## src/pkg/gpp_defines.svh

```systemverilog
`ifndef GPP_DEFINES_SVH
`define GPP_DEFINES_SVH

// Port geometry
`define GPP_PORT_W         8
`define GPP_TX_CH          2
`define GPP_TX0_PIN        0
`define GPP_TX1_PIN        3

// Bus geometry
`define GPP_ADR_W          4
`define GPP_DAT_W          32
`define GPP_SEL_W          4

// Register byte offsets
`define GPP_OFS_DIRECTION  4'h0
`define GPP_OFS_LATCH      4'h4
`define GPP_OFS_READBACK   4'h8
`define GPP_OFS_PULLUP     4'hc

// Reset values
`define GPP_RST_DIRECTION  8'h00
`define GPP_RST_LATCH      8'h00
`define GPP_RST_PULLUP     8'h00

// Value returned by a direction register read
`define GPP_DIR_READ_FILL  8'hff
`define GPP_DAT_ZERO       32'h0000_0000
`define GPP_UPPER_ZERO     24'h00_0000

`endif

```

## src/pkg/gpp_pkg.sv

```systemverilog
`include "gpp_defines.svh"

package gpp_pkg;

  typedef enum logic [0:0]
  {
    GPP_BUS_IDLE = 1'b0,
    GPP_BUS_ACK  = 1'b1
  } gpp_bus_e;

  typedef struct packed
  {
    gpp_bus_e                   bus;
    logic [`GPP_DAT_W-1:0]      rdata;
    logic [`GPP_PORT_W-1:0]     direction;
    logic [`GPP_PORT_W-1:0]     latch;
    logic [`GPP_PORT_W-1:0]     pull_ctl;
  } gpp_core_s;

  typedef struct packed
  {
    logic [`GPP_PORT_W-1:0]     pin_out;
    logic [`GPP_PORT_W-1:0]     pin_oe;
    logic [`GPP_PORT_W-1:0]     pullup_en;
  } gpp_pin_s;

endpackage

```

## src/rtl/gpp_pin_stage.sv

```systemverilog
`timescale 1ns/1ps
`default_nettype none
`include "gpp_defines.svh"

module gpp_pin_stage
(
  // Clock and reset
  input  wire logic                      sys_clk,
  input  wire logic                      rstn,
  // Configuration from the register file
  input  wire logic [`GPP_PORT_W-1:0]    direction,
  input  wire logic [`GPP_PORT_W-1:0]    latch,
  input  wire logic [`GPP_PORT_W-1:0]    pull_ctl,
  // Serial transmitters sharing pins
  input  wire logic [`GPP_TX_CH-1:0]     serial_transmit_enable,
  input  wire logic [`GPP_TX_CH-1:0]     serial_tx_data,
  // Registered pin controls
  output logic      [`GPP_PORT_W-1:0]    pin_out,
  output logic      [`GPP_PORT_W-1:0]    pin_oe,
  output logic      [`GPP_PORT_W-1:0]    pullup_en
);

  gpp_pkg::gpp_pin_s                     state;
  gpp_pkg::gpp_pin_s                     next_state;
  logic [`GPP_PORT_W-1:0]                tx_own;
  logic [`GPP_PORT_W-1:0]                tx_lvl;

  //////////////////////////////////////////////////////////////////////////
  // Map transmitter channels onto their pins
  genvar i;
  generate
    for (i = 0; i < `GPP_PORT_W; i = i + 1)
    begin : g_pin
      if (i == `GPP_TX0_PIN)
      begin : g_tx0
        assign tx_own[i] = serial_transmit_enable[0];
        assign tx_lvl[i] = serial_tx_data[0];
      end
      else if (i == `GPP_TX1_PIN)
      begin : g_tx1
        assign tx_own[i] = serial_transmit_enable[1];
        assign tx_lvl[i] = serial_tx_data[1];
      end
      else
      begin : g_gp
        assign tx_own[i] = 1'b0;
        assign tx_lvl[i] = 1'b0;
      end
    end
  endgenerate

  //////////////////////////////////////////////////////////////////////////
  always_comb
  begin
    next_state           = state;
    next_state.pin_oe    = direction | tx_own;
    next_state.pin_out   = (tx_own & tx_lvl) | (~tx_own & latch);
    // Judged on the effective drive so a transmitter also kills the pull-up
    next_state.pullup_en = pull_ctl & ~(direction | tx_own);
  end

  always_ff @(posedge sys_clk or negedge rstn)
  begin
    if (!rstn)
      state <= '0;
    else
      state <= next_state;
  end

  assign pin_out   = state.pin_out;
  assign pin_oe    = state.pin_oe;
  assign pullup_en = state.pullup_en;
endmodule
`default_nettype wire

```

## src/rtl/gpp_port.sv

```systemverilog
`timescale 1ns/1ps
`default_nettype none
`include "gpp_defines.svh"

module gpp_port
(
  // Clock and reset
  input  wire logic                      sys_clk,
  input  wire logic                      rstn,
  // Wishbone classic slave
  input  wire logic                      wb_cyc_i,
  input  wire logic                      wb_stb_i,
  input  wire logic                      wb_we_i,
  input  wire logic [`GPP_ADR_W-1:0]     wb_adr_i,
  input  wire logic [`GPP_SEL_W-1:0]     wb_sel_i,
  input  wire logic [`GPP_DAT_W-1:0]     wb_dat_i,
  output logic      [`GPP_DAT_W-1:0]     wb_dat_o,
  output logic                           wb_ack_o,
  // Serial transmitters sharing pins
  input  wire logic [`GPP_TX_CH-1:0]     serial_transmit_enable,
  input  wire logic [`GPP_TX_CH-1:0]     serial_tx_data,
  // Port pins
  input  wire logic [`GPP_PORT_W-1:0]    pin_in,
  output logic      [`GPP_PORT_W-1:0]    pin_out,
  output logic      [`GPP_PORT_W-1:0]    pin_oe,
  output logic      [`GPP_PORT_W-1:0]    pullup_en
);

  gpp_pkg::gpp_core_s                    state;
  gpp_pkg::gpp_core_s                    next_state;
  logic                                  take;
  logic                                  wr_lane;
  logic                                  hit_dir;
  logic                                  hit_latch;
  logic                                  hit_rb;
  logic                                  hit_pu;
  logic [`GPP_PORT_W-1:0]                readback;
  logic [`GPP_PORT_W-1:0]                wbyte;

  //////////////////////////////////////////////////////////////////////////
  // Request acceptance and address decode

  // One access per request; take is blocked during the ack cycle, so a
  // strobe dropped on the edge that samples ack is taken only once.
  assign take    = wb_cyc_i && wb_stb_i && (state.bus == gpp_pkg::GPP_BUS_IDLE);
  assign wr_lane = take && wb_we_i && wb_sel_i[0];
  assign wbyte   = wb_dat_i[`GPP_PORT_W-1:0];

  always_comb
  begin
    hit_dir   = 1'b0;
    hit_latch = 1'b0;
    hit_rb    = 1'b0;
    hit_pu    = 1'b0;
    if (wb_adr_i == `GPP_OFS_DIRECTION)
      hit_dir = 1'b1;
    else if (wb_adr_i == `GPP_OFS_LATCH)
      hit_latch = 1'b1;
    else if (wb_adr_i == `GPP_OFS_READBACK)
      hit_rb = 1'b1;
    else if (wb_adr_i == `GPP_OFS_PULLUP)
      hit_pu = 1'b1;
  end

  //////////////////////////////////////////////////////////////////////////
  // Pin readback mixes latch and live pins per direction bit

  // Pins are taken as synchronous, so no synchroniser sits here
  assign readback = (state.direction & state.latch)
                  | (~state.direction & pin_in);

  //////////////////////////////////////////////////////////////////////////
  // Register file and bus answer

  always_comb
  begin
    next_state = state;
    case (state.bus)
      gpp_pkg::GPP_BUS_IDLE:
      begin
        if (take)
        begin
          next_state.bus = gpp_pkg::GPP_BUS_ACK;
          next_state.rdata = `GPP_DAT_ZERO;
          if (!wb_we_i)
          begin
            // Software must shadow the direction; hardware hides it
            if (hit_dir)
              next_state.rdata = {`GPP_UPPER_ZERO, `GPP_DIR_READ_FILL};
            else if (hit_latch)
              next_state.rdata = {`GPP_UPPER_ZERO, state.latch};
            else if (hit_rb)
              next_state.rdata = {`GPP_UPPER_ZERO, readback};
            else if (hit_pu)
              next_state.rdata = {`GPP_UPPER_ZERO, state.pull_ctl};
          end
        end
        if (wr_lane)
        begin
          if (hit_dir)
            next_state.direction = wbyte;
          else if (hit_latch)
            next_state.latch = wbyte;
          else if (hit_pu)
            next_state.pull_ctl = wbyte;
          // Readback and unmapped writes are acknowledged and dropped
        end
      end
      gpp_pkg::GPP_BUS_ACK:
      begin
        next_state.bus   = gpp_pkg::GPP_BUS_IDLE;
        next_state.rdata = `GPP_DAT_ZERO;
      end
      default:
      begin
        next_state.bus = gpp_pkg::GPP_BUS_IDLE;
      end
    endcase
  end

  always_ff @(posedge sys_clk or negedge rstn)
  begin
    if (!rstn)
    begin
      state.bus       <= gpp_pkg::GPP_BUS_IDLE;
      state.rdata     <= `GPP_DAT_ZERO;
      state.direction <= `GPP_RST_DIRECTION;
      state.latch     <= `GPP_RST_LATCH;
      state.pull_ctl  <= `GPP_RST_PULLUP;
    end
    else
    begin
      state <= next_state;
    end
  end

  assign wb_ack_o = (state.bus == gpp_pkg::GPP_BUS_ACK);
  assign wb_dat_o = state.rdata;

  //////////////////////////////////////////////////////////////////////////
  // Pin drive stage

  gpp_pin_stage u_pin_stage
  (
    .sys_clk                (sys_clk),
    .rstn                   (rstn),
    .direction              (state.direction),
    .latch                  (state.latch),
    .pull_ctl               (state.pull_ctl),
    .serial_transmit_enable (serial_transmit_enable),
    .serial_tx_data         (serial_tx_data),
    .pin_out                (pin_out),
    .pin_oe                 (pin_oe),
    .pullup_en              (pullup_en)
  );

  logic                                  rd_take;
  logic                                  wr_take;
  logic                                  any_hit;
  logic                                  tx_idle;
  assign rd_take = take && !wb_we_i;
  assign wr_take = take && wb_we_i;
  assign any_hit = hit_dir || hit_latch || hit_rb || hit_pu;
  assign tx_idle = (serial_transmit_enable == '0);

  //////////////////////////////////////////////////////////////////////////
  // Per-pin checks

  genvar p;
  generate
    for (p = 0; p < `GPP_PORT_W; p = p + 1)
    begin : g_pin_chk

    end
  endgenerate
endmodule
`default_nettype wire

```

## config.mk

```make
export PLATFORM = sky130hd
export DESIGN_NAME = gpp_port
export DESIGN_NICKNAME = d
export VERILOG_FILES = /design/src/pkg/gpp_pkg.sv /design/src/rtl/gpp_pin_stage.sv /design/src/rtl/gpp_port.sv
export VERILOG_INCLUDE_DIRS = /design/src /design/src/pkg
export SDC_FILE = /design/constraint.sdc
export NUM_CORES = 1
export LEC_CHECK = 0
export BUFFER_PORTS_ARGS = -buffer_cell sky130_fd_sc_hd__buf_4
export CAP_MARGIN = 15
export CORE_UTILIZATION = 35
export DETAILED_ROUTE_END_ITERATION = 16
export HOLD_SLACK_MARGIN = 0.08
export PLACE_DENSITY = 0.72
export SETUP_SLACK_MARGIN = 0.1
export SYNTH_ARGS = -nofsm -noshare
export SYNTH_HDL_FRONTEND = slang
export SYNTH_SLANG_ARGS = --single-unit
```

## constraint.sdc

```tcl
create_clock -name sys_clk -period 2.6 [get_ports sys_clk]
set_clock_uncertainty 0.05 [all_clocks]
set_input_delay 0.52 -clock sys_clk [delete_from_list [all_inputs] [get_ports sys_clk]]
set_output_delay 0.52 -clock sys_clk [all_outputs]
set_load 0.005 [all_outputs]
```

# After elaboration in Yosys (flattened, before gate mapping)
# Index checks and enable logic that the tools add are counted.
# W data, S select, Z words.
# totals
elab_cells	51
regBits	81
out_inout_bits	57
# classes
eq_ne	4
n_bitwise	14
reduce_logical	8
muxes	17
# op_table
operator	n
$pmux W33 S2	1
$mux W8	5
$mux W33	1
$and A8 B8 Y8	4
$not A8 Y8	2
$or A8 B8 Y8	2
$mux W1	10
$eq A4 B4 Y1 const B	2
$not A4 Y8	1
$or A8 B4 Y8	1
$reduce_and A5 Y1	1
$and A4 B4 Y4	1
$eq A4 B3 Y1 const B	1
$logic_and A1 B1 Y1	4
$logic_not A4 Y1	1
$reduce_and A4 Y1	1
$not A1 Y1	3
$reduce_and A3 Y1	1
$ne A2 B2 Y1 const B	1

# Longest topological paths before layout
# Gate-level depths: netlist of run 1.
# depth
ltp_word	12
ltp_mapped	5

# Cells and area by module
# A second synthesis of run 1 with hierarchy kept.
# hier_totals
hier_cells	182
hier_area_um2	2432.3
# modules_own_cells
mod	area_each_um2	seq_area_each_um2	n_inst	cells_per_inst
gpp_port	1736.7	825.8	1	146
gpp_pin_stage	695.7	600.6	1	36

# Worst setup path before layout of run 1
# No wires, ideal clock.
# synth_timing
path_type	input port to flip-flop
start	input port wb_adr_i[3]
end	register state, in the netlist wb_dat_o[1]
path_buffers	2
required_ns	2.421
setup_time_ns	0.129
t_arrival_ns	1.371
cell_stages	5
slack_ns	1.050
path_cell_list	buf_6 or4b_1 buf_2 nor2_1 o31ai_1
# synth_between
elab_chain_len	12
word_cells_on_any_way	21
classes_between	3 x eq/ne; 17 x mux; 1 x reduce/logical
# synth_lines
element	line_no	source
start, declared	gpp_port.sv:14	input wire logic [`GPP_ADR_W-1:0] wb_adr_i,
$eq A4 B4 Y1 (no source line)	--	
$mux W1	gpp_port.sv:61	else if (wb_adr_i == `GPP_OFS_PULLUP)
$mux W1	gpp_port.sv:59	else if (wb_adr_i == `GPP_OFS_READBACK)
$mux W1	gpp_port.sv:57	else if (wb_adr_i == `GPP_OFS_LATCH)
$mux W1	gpp_port.sv:55	if (wb_adr_i == `GPP_OFS_DIRECTION)
$mux W8	gpp_port.sv:94	else if (hit_pu)
$mux W8	gpp_port.sv:92	else if (hit_rb)
$mux W8	gpp_port.sv:90	else if (hit_latch)
$mux W8 *	gpp_port.sv:88	if (hit_dir)
$mux W8 *	gpp_port.sv:85	if (!wb_we_i)
$mux W33 *	gpp_port.sv:81	if (take)
$pmux W33 S2 *	gpp_port.sv:78	case (state.bus)
end signal, assigned	gpp_port.sv:133	state <= next_state;
end, declared	gpp_port.sv:29	gpp_pkg::gpp_core_s state;
# Every way passes the cells marked *; elsewhere a longest branch is shown, timed or not. The select of a mux whose other input is x is not followed.
# A chain may end at the register's enable or synchronous reset.

# Final worst setup path of run 1
# layout_timing
start	register state, in the netlist wb_ack_o
end	register state, in the netlist wb_dat_o[2]
# layout_between
elab_chain_len	3
word_cells_on_any_way	4
classes_between	1 x eq/ne; 1 x mux; 1 x bitwise; 1 x reduce/logical
# layout_lines
element	line_no	source
$not A1 Y1 (no source line)	--	
$logic_and A1 B1 Y1	gpp_port.sv:45	assign take = wb_cyc_i && wb_stb_i && (state.bus == gpp_pkg::GPP_BUS_IDLE);
$ne A2 B2 Y1 (no source line)	--	
# Parallel ways exist; a longest one is shown, timed or not.

==> results of run 1 <==
## worst max path at each step
| stage | startpoint | end |
|---|---|---|
| floorplan | wb_adr_i[3] | wb_dat_o[1]$_DFFE_PN0P_ |
| global placement | wb_cyc_i | wb_dat_o[7]$_DFFE_PN0P_ |
| detailed placement | wb_cyc_i | wb_dat_o[6]$_DFFE_PN0P_ |
| CTS | wb_ack_o$_DFF_PN0_ | wb_dat_o[6]$_DFFE_PN0P_ |
| global route | wb_ack_o$_DFF_PN0_ | wb_dat_o[2]$_DFFE_PN0P_ |
| finish | wb_ack_o$_DFF_PN0_ | wb_dat_o[2]$_DFFE_PN0P_ |
## layout by cell type, fill, tap and decap left out, drive strengths merged, types with 2 or more instances in the layout
cell type  netlist  layout
buf             36      63
dfrtp           57      57
mux2            34      34
conb             1      24
clkbuf           1      12
nand2           10      10
nor2             9       9
nor2b            6       6
o22ai            6       6
o31ai            6       6
or2              2       2
inv              2       2
mux2i            2       2
o2bb2ai          2       2
o21ai            2       2
clkinv           0       2
## per-stage QoR
stage          util [%]  hold slack (ns)
5_1_grt            44.6            0.247
3_5_place_dp       42.2            0.358
3_3_place_gp       42.2            0.353
4_1_cts            44.6            0.216
6_report           44.6            0.190
2_1_floorplan         -            0.174
## registers in the layout, indices dropped and copies added (netlist names)
name / cells
state: 24
u_pin_stage.pin_oe: 8
u_pin_stage.pin_out: 8
u_pin_stage.pullup_en: 8
wb_ack_o: 1
wb_dat_o: 8
## power by group
part	total, W	internal, W	switching (W)
sequential	0.000976	0.000944	0.0000325
clock	0.000693	0.000363	0.000330
combinational	0.000203	0.000115	0.0000880
total	0.00187	0.00142	0.000450
## cells in the mapped netlist, drive strengths merged
cell type	number	area, sq um
a21oi	1	5.00
and3b	1	8.76
and4bb	1	16.3
buf	36	272
clkbuf	1	5.00
conb	1	3.75
dfrtp	57	1430
inv	2	7.51
mux2	34	383
mux2i	2	20.0
nand2	10	37.5
nand2b	1	6.26
nand3	1	17.5
nand4	1	21.3
nand4b	1	23.8
nor2	9	33.8
nor2b	6	37.5
nor3	1	5.00
o21ai	2	10.0
o22ai	6	37.5
o2bb2ai	2	17.5
o31ai	6	45.0
or2	2	12.5
or4b	1	10.0
## area by class of cell
| class | instances | area (sq um) | area share [%] |
|---|---|---|---|
| sequential | 57 | 1430 | 47.1 |
| multi-input combinational | 112 | 838 | 27.7 |
| timing repair buffer | 63 | 473 | 15.6 |
| clock buffer | 12 | 145 | 4.79 |
| tap | 96 | 120 | 3.97 |
| clock inverter | 3 | 17.5 | 0.579 |
| inverter | 2 | 7.51 | 0.248 |
## cell families (layout without fill, tap and decap cells)
| family | Yosys count | in the layout | synth area share [%] |
|---|---|---|---|
| AOI/OAI and AO/OA | 17 | 17 | 4.67 |
| buffers and inverters | 39 | 80 | 11.5 |
| DFF | 57 | 57 | 57.9 |
| muxes | 36 | 36 | 16.4 |
| other | 1 | 24 | 0.152 |
| and+or+nand+nor | 35 | 35 | 9.35 |
## per-layer routing
metal	up-vias	part of all wire [%]	wire length (um)
met5	-	0	0
met4	0	2.2	105
met2	55	49	2310
met3	13	6.0	284
met1	718	43	2010
li1	699	-	-
==> flow_summary.ini, run 1 <==
[outcome]
outcome = finished, final reports clean

[clocking]
clk_latency_ns = 0.33
clockRootBuffer = clkbuf_8
cts_made_buffers = 9
clockBufferDepth = 2
cts_hold_buf = 0
cts_tree = built
clk_pin_slew_ns = 0.06
cts_max_level = 3
cts_setup_buffers = 0
numClockSinks = 57
cts_resized = 0

[die]
die_x_um = 85.9
pin_count = 114
core-area_sq_um = 6790
start_util_pct = 36.2
die_area_sq_um = 7370
fp.dieH_um = 85.9
rows = 30

[logic_synthesis]
yosysWarningCount = 0
synthCells = 185
syn_area_sq_um = 2460
ys_types = 26
ys_ff_latch = 57
ys_seq_area_share_pct = 57.9
syn-mean-instance-area_sq_um = 13.3

[timing]
timing.final.crit_period_ns = 1.65
fmax_mhz = 607
setup_violations = 0
relSlewSlack_pct = 52.9
hold_viol = 0
fin_setup_tns_ns = 0
slew_viol_final = 0
rsz0062_at_grt = false
tightest_slew_ns = 0.707
setup_ws_ns = 0.951
period_share_pct = 63.4

[setup_path]
r2r_setup_slack_ns = 0.95
worst-path-stages = 3
crit_chain = and3b_1 > nand2_1 > o31ai_1
cp.required_ns = 2.78
worst_setup_path_start_kind = flop
crit_path_top_delay_cell = and3b_1
crit_family = simple AND/OR/NAND/NOR gates
r2r_start = wb_ack_o$_DFF_PN0_
r2r-end = wb_dat_o[2]$_DFFE_PN0P_
cp.arrival_ns = 1.83
end_kind = flop
slowest_delay_ns = 0.46
r2r_cells = 3
crit_buf_inv = 0
crit_type = flop to flop
cp_max_fo = 8

[power]
power_density_nw_per_um2 = 618
totalPowerFinal_w = 0.00187
leakage_nw = 1.60
peakVddDrop_mv = 0.247

[hold_path]
hold_class = input port to asynchronous set/reset pin

[placement]
place_congestion = 0.726
place_hpwl_um = 3210
placed_cell_area_sq_um = 2870
port_buffers = 62
post-place-ws_ns = 0.759
dp.cells = 330

[layout]
fin_area_sq_um = 3030
final_cells = 345
drive_gt1_share_pct = 46.6
diodes = 0
fillers = 640
syn2layout_area_growth_pct = 23.0
nets = 302

[grt]
gr-total-overflow = 0
grt_max_degree = 58
busiest_layer = met2
met1_usage_pct = 16.5
grt_pass1_vias = 1436
grt_pass1_wl_um = 7390
grt_use_met2_pct = 22.5
use_met3_pct = 5.77
track_usage_pct = 14.1
antenna_found_initial = 0

[routing]
drcViolationCount = 0
wl_um = 4710
drtPass1Iterations = 4
drt.antenna.violating_nets = 0
routedWlPerCell_um = 13.6
first_iter_violations = 48
vias_per_cell = 4.30
vias = 1485

[flow_run]
maxCapViolCount = 0
(Power assumes the default switching activity.)
==> run 2, diff against run 1 <==
- PLACE_DENSITY: 0.72 -> 0.74
- clock period: 2.6 -> 1.49 ns (I/O delays scaled with it)
==> run 2 against run 1 <==
  * First-iteration DRC count is 54% lower
  * Sequential share of layout area down 2.7 points
  * Power increased by 99%
  * Hold slack got worse by 0.056 ns
  * Critical path depth increased by 1
  * Critical endpoint is now state[13]$_DFFE_PN0P_
  * Largest power group unchanged
==> flow_summary.ini, run 2 (same netlist as run 1, synthesis figures left out) <==
[setup_path]
slowest_delay_ns = 0.37
end_kind = flop
crit_chain = and3b_2 > buf_12 > nand4b_4 > mux2_2
crit_path_top_delay_cell = dfrtp_1
r2r_cells = 4
worst-path-stages = 4
cp_max_fo = 8
worst_setup_path_start_kind = flop
cp-startpoint = wb_ack_o$_DFF_PN0_
cp.arrival_ns = 1.62
cp.required_ns = 1.65
r2r_start = wb_ack_o$_DFF_PN0_
crit_family = simple AND/OR/NAND/NOR gates
crit_type = flop to flop
crit_buf_inv = 1

[timing]
setup_violations = 0
hold_slack_ns = 0.134
rsz0062_at_grt = true
period_share_pct = 97.6
slew_viol_final = 0
timing.final.crit_period_ns = 1.45
fmax_mhz = 688
hold_viol = 0

[clocking]
cts_made_buffers = 9
clockRootBuffer = clkbuf_8
cts_max_level = 3
cts_tree = built
clockBufferDepth = 2
cts_setup_buffers = 0
clk_pin_slew_ns = 0.06
clk_latency_ns = 0.34
numClockSinks = 57

[grt]
grt_max_degree = 58
gr-total-overflow = 0
use_met3_pct = 5.39
busiest_layer = met2
grt_pass1_vias = 1513
grt_use_met2_pct = 21.5
met1_usage_pct = 17.4
antenna_found_initial = 0
grt_pass1_wl_um = 7390
track_usage_pct = 14.0

[layout]
top_register = state
nets = 312
syn2layout_area_growth_pct = 30.5
largest_register_ffs = 24
mostFrequentLayoutCells = buf_4 (70), dfrtp_1 (57), mux2_2 (33), conb_1 (24), clkbuf_8 (11)
drive_gt1_share_pct = 50.8
fillers = 612
layout_commonest_cell = buf_4
diodes = 0

[power]
totalPowerFinal_w = 0.00372
power_density_nw_per_um2 = 1160
leakage_nw = 1.68
peakVddDrop_mv = 0.454

[die]
rows = 30
die_x_um = 85.9
die_area_sq_um = 7370
pin_count = 114
core-area_sq_um = 6790
fp.dieH_um = 85.9
start_util_pct = 36.2

[placement]
place_congestion = 0.720
port_buffers = 62
place_hpwl_um = 3330

[routing]
vias_per_cell = 4.31
routedWlPerCell_um = 13.1
first_iter_violations = 22
drcViolationCount = 0
drt.antenna.violating_nets = 0
vias = 1534
drtPass1Iterations = 4
wl_um = 4660

[hold_path]
worstHoldStart = serial_transmit_enable[1]
hold_class = input port to flop
holdPathStages = 2

[flow_run]
maxCapViolCount = 0

[outcome]
outcome = finished, final reports clean
## run 2: layout make-up
type | instances | area [sq um] | share of cell area (%)
flip-flops and latches | 57 | 1430 | 44.4
multi-input cells | 112 | 856 | 26.6
repair buffers | 73 | 576 | 17.9
clock buffers | 11 | 151 | 4.71
well taps | 96 | 120 | 3.74
clock inverters | 5 | 77.6 | 2.41
inverters | 2 | 7.51 | 0.234
## run 2: repair_timing
| item | CTS | global route |
|---|---|---|
| endpoints found under the setup margin | 30 | 32 |
| cloned | 0 | 0 |
| hold buffers | 1 | 0 |
| pin swaps | 2 | 1 |
| hold endpoints to repair | 57 | 0 |
| gates resized for setup | 1 | 4 |
## run 2: through the flow
stage	instances	area [sq um]	setup WS [ns]	TNS [ns]	util, %
final	356	3210	0.0356	0	47.3
after global routing	356	3210	-0.0546	-0.344	47.3
after CTS	356	3200	0.0184	0	47.1
after detailed placement	339	2960	-0.0872	-1.66	43.5
after global placement	339	2960	-0.0869	-1.46	43.5
after floorplan	208	2550	0.133	0	-
## run 2: worst register-to-register path: stages, from the launching register on
cell,delay (ns)
dfrtp_1,0.37
and3b_2,0.26
buf_12,0.13
nand4b_4,0.21
mux2_2,0.33
## run 2: metal layers
metal	vias up	wire (um)
met3	10	299
met2	57	2240
li1	725	-
met4	0	59
met5	-	0
met1	742	2060
## run 2: worst paths after layout
check / to / slack [ns]
worst max register to register: state[13]$_DFFE_PN0P_ / 0.04
worst max-delay path: state[13]$_DFFE_PN0P_ / 0.04
worst min-delay path: u_pin_stage.pin_oe[3]$_DFF_PN0_ / 0.13
min in group asynchronous: u_pin_stage.pin_out[4]$_DFF_PN0_ / 0.44
max in group asynchronous: u_pin_stage.pullup_en[0]$_DFF_PN0_ / 0.70
worst min register to register: u_pin_stage.pin_out[5]$_DFF_PN0_ / 0.37
## run 2: where the power goes
part	internal, W	switching, W	total, W
Combinational	0.000227	0.000160	0.000386
Clock	0.00103	0.000609	0.00164
Sequential	0.00165	0.0000566	0.00170
==> run 3, diff against run 2 <==
- CTS_BUF_LIST: not set -> sky130_fd_sc_hd__clkbuf_16
==> run 3 against run 2 <==
  * First-iteration DRC count up 27%
  * Power rose by 13%
  * Non-clock buffer count unchanged
  * Count of clock-buffer cells in the layout fell by 2
  * Sequential share of layout area fell by 1.3 points
  * Setup slack improved by 0.0026 ns
  * Combinational power grew 1%
  * Critical path type unchanged
  * Highest routed layer unchanged
==> flow_summary.ini, run 3 (same netlist as run 1, synthesis figures left out) <==
[outcome]
outcome = finished, final reports clean

[placement]
port_buffers = 62
place_hpwl_um = 3330
place_congestion = 0.720
post-place-ws_ns = -0.0872

[setup_path]
cp_max_fo = 8
worst_setup_path_start_kind = flop
end_kind = flop
cp.arrival_ns = 1.60
crit_type = flop to flop
cp.required_ns = 1.64

[layout]
top_register = state
mostFrequentLayoutCells = buf_4 (70), dfrtp_1 (57), mux2_2 (33), conb_1 (24)
nets = 312
largest_register_ffs = 24
diodes = 0
drive_gt1_share_pct = 50.4
layout_commonest_cell = buf_4
syn2layout_area_growth_pct = 34.4

[routing]
drtPass1Iterations = 4
first_iter_violations = 28
vias_per_cell = 4.29
drt.antenna.violating_nets = 0
drcViolationCount = 0
wl_um = 4690
vias = 1529
routedWlPerCell_um = 13.2

[grt]
grt_use_met2_pct = 22.0
met1_usage_pct = 17.2
antenna_found_initial = 0
grt_max_degree = 58
track_usage_pct = 13.9
use_met3_pct = 5.10
grt_pass1_wl_um = 7420
busiest_layer = met2
grt_pass1_vias = 1523
gr-total-overflow = 0

[timing]
period_share_pct = 97.4
rsz0062_at_grt = true
setup_violations = 0
timing.final.crit_period_ns = 1.45
setup_ws_ns = 0.0382
hold_viol = 0
fin_setup_tns_ns = 0
slew_viol_final = 0
fmax_mhz = 689

[power]
peakVddDrop_mv = 0.548
leakage_nw = 1.72
totalPowerFinal_w = 0.00421
power_density_nw_per_um2 = 1270

[clocking]
clk_pin_slew_ns = 0.05
clockRootBuffer = clkbuf_16
clk_latency_ns = 0.32
clockBufferDepth = 2
cts_setup_buffers = 0
cts_made_buffers = 9
cts_max_level = 3
numClockSinks = 57
cts_tree = built

[die]
rows = 30
die_x_um = 85.9
fp.dieH_um = 85.9
start_util_pct = 36.2
pin_count = 114
die_area_sq_um = 7370
core-area_sq_um = 6790

[hold_path]
hold_class = input port to flop

[flow_run]
maxCapViolCount = 0
run 3: metal layers:
layer,vias to the layer above,wire [um]
met4,0,64
met3,9,289
met1,741,2090
met2,53,2250
met5,-,0
li1,726,-
run 3: path summary, 6_finish.rpt:
| path | start | end | cells past startpoint | slack, ns |
|---|---|---|---|---|
| max | wb_ack_o$_DFF_PN0_ | state[15]$_DFFE_PN0P_ | 4 | 0.04 |
| min | serial_transmit_enable[1] | u_pin_stage.pin_oe[3]$_DFF_PN0_ | 2 | 0.15 |
| max reg2reg | wb_ack_o$_DFF_PN0_ | state[15]$_DFFE_PN0P_ | 4 | 0.04 |
| min reg2reg | state[13]$_DFFE_PN0P_ | u_pin_stage.pin_out[5]$_DFF_PN0_ | 0 | 0.37 |
| max in group asynchronous | rstn | state[2]$_DFFE_PN0P_ | 3 | 0.68 |
| min in group asynchronous | rstn | u_pin_stage.pin_out[6]$_DFF_PN0_ | 3 | 0.45 |
run 3: layout make-up:
| class | count | area [sq um] |
|---|---|---|
| Fill cell | 601 | 3480 |
| Sequential cell | 57 | 1430 |
| Multi-Input combinational cell | 112 | 870 |
| Timing Repair Buffer | 73 | 576 |
| Clock buffer | 9 | 225 |
| Tap cell | 96 | 120 |
| Clock inverter | 7 | 85.1 |
| Inverter | 2 | 7.51 |
run 3: per-stage QoR:
stage	utilization, %	instance area, sq um	hold WS (ns)	instances
floorplan	-	2550	-0.0476	208
global placement	43.5	2960	0.253	339
detailed placement	43.5	2960	0.258	339
CTS	48.3	3280	0.135	356
global route	48.7	3310	0.145	356
finish	48.7	3310	0.147	356
run 3: worst max-delay path, cell delays in order, from the launching register on:
cell,delay (ns)
dfrtp_1,0.36
and3b_2,0.26
buf_12,0.13
nand4b_4,0.20
mux2_2,0.33
run 3: repair_timing:
item                                   in CTS  in global routing
gates resized for setup                     2                  5
pin swaps                                   2                  1
setup endpoints to repair                  30                 27
hold buffers                                1                  0
endpoints found under the hold margin      57                  0
run 3: where the power goes:
group | leakage (nW) | switching, W | internal, W
Clock | 0.150 | 0.000675 | 0.00144
Sequential | 0.775 | 0.0000572 | 0.00165
Combinational | 0.793 | 0.000162 | 0.000228
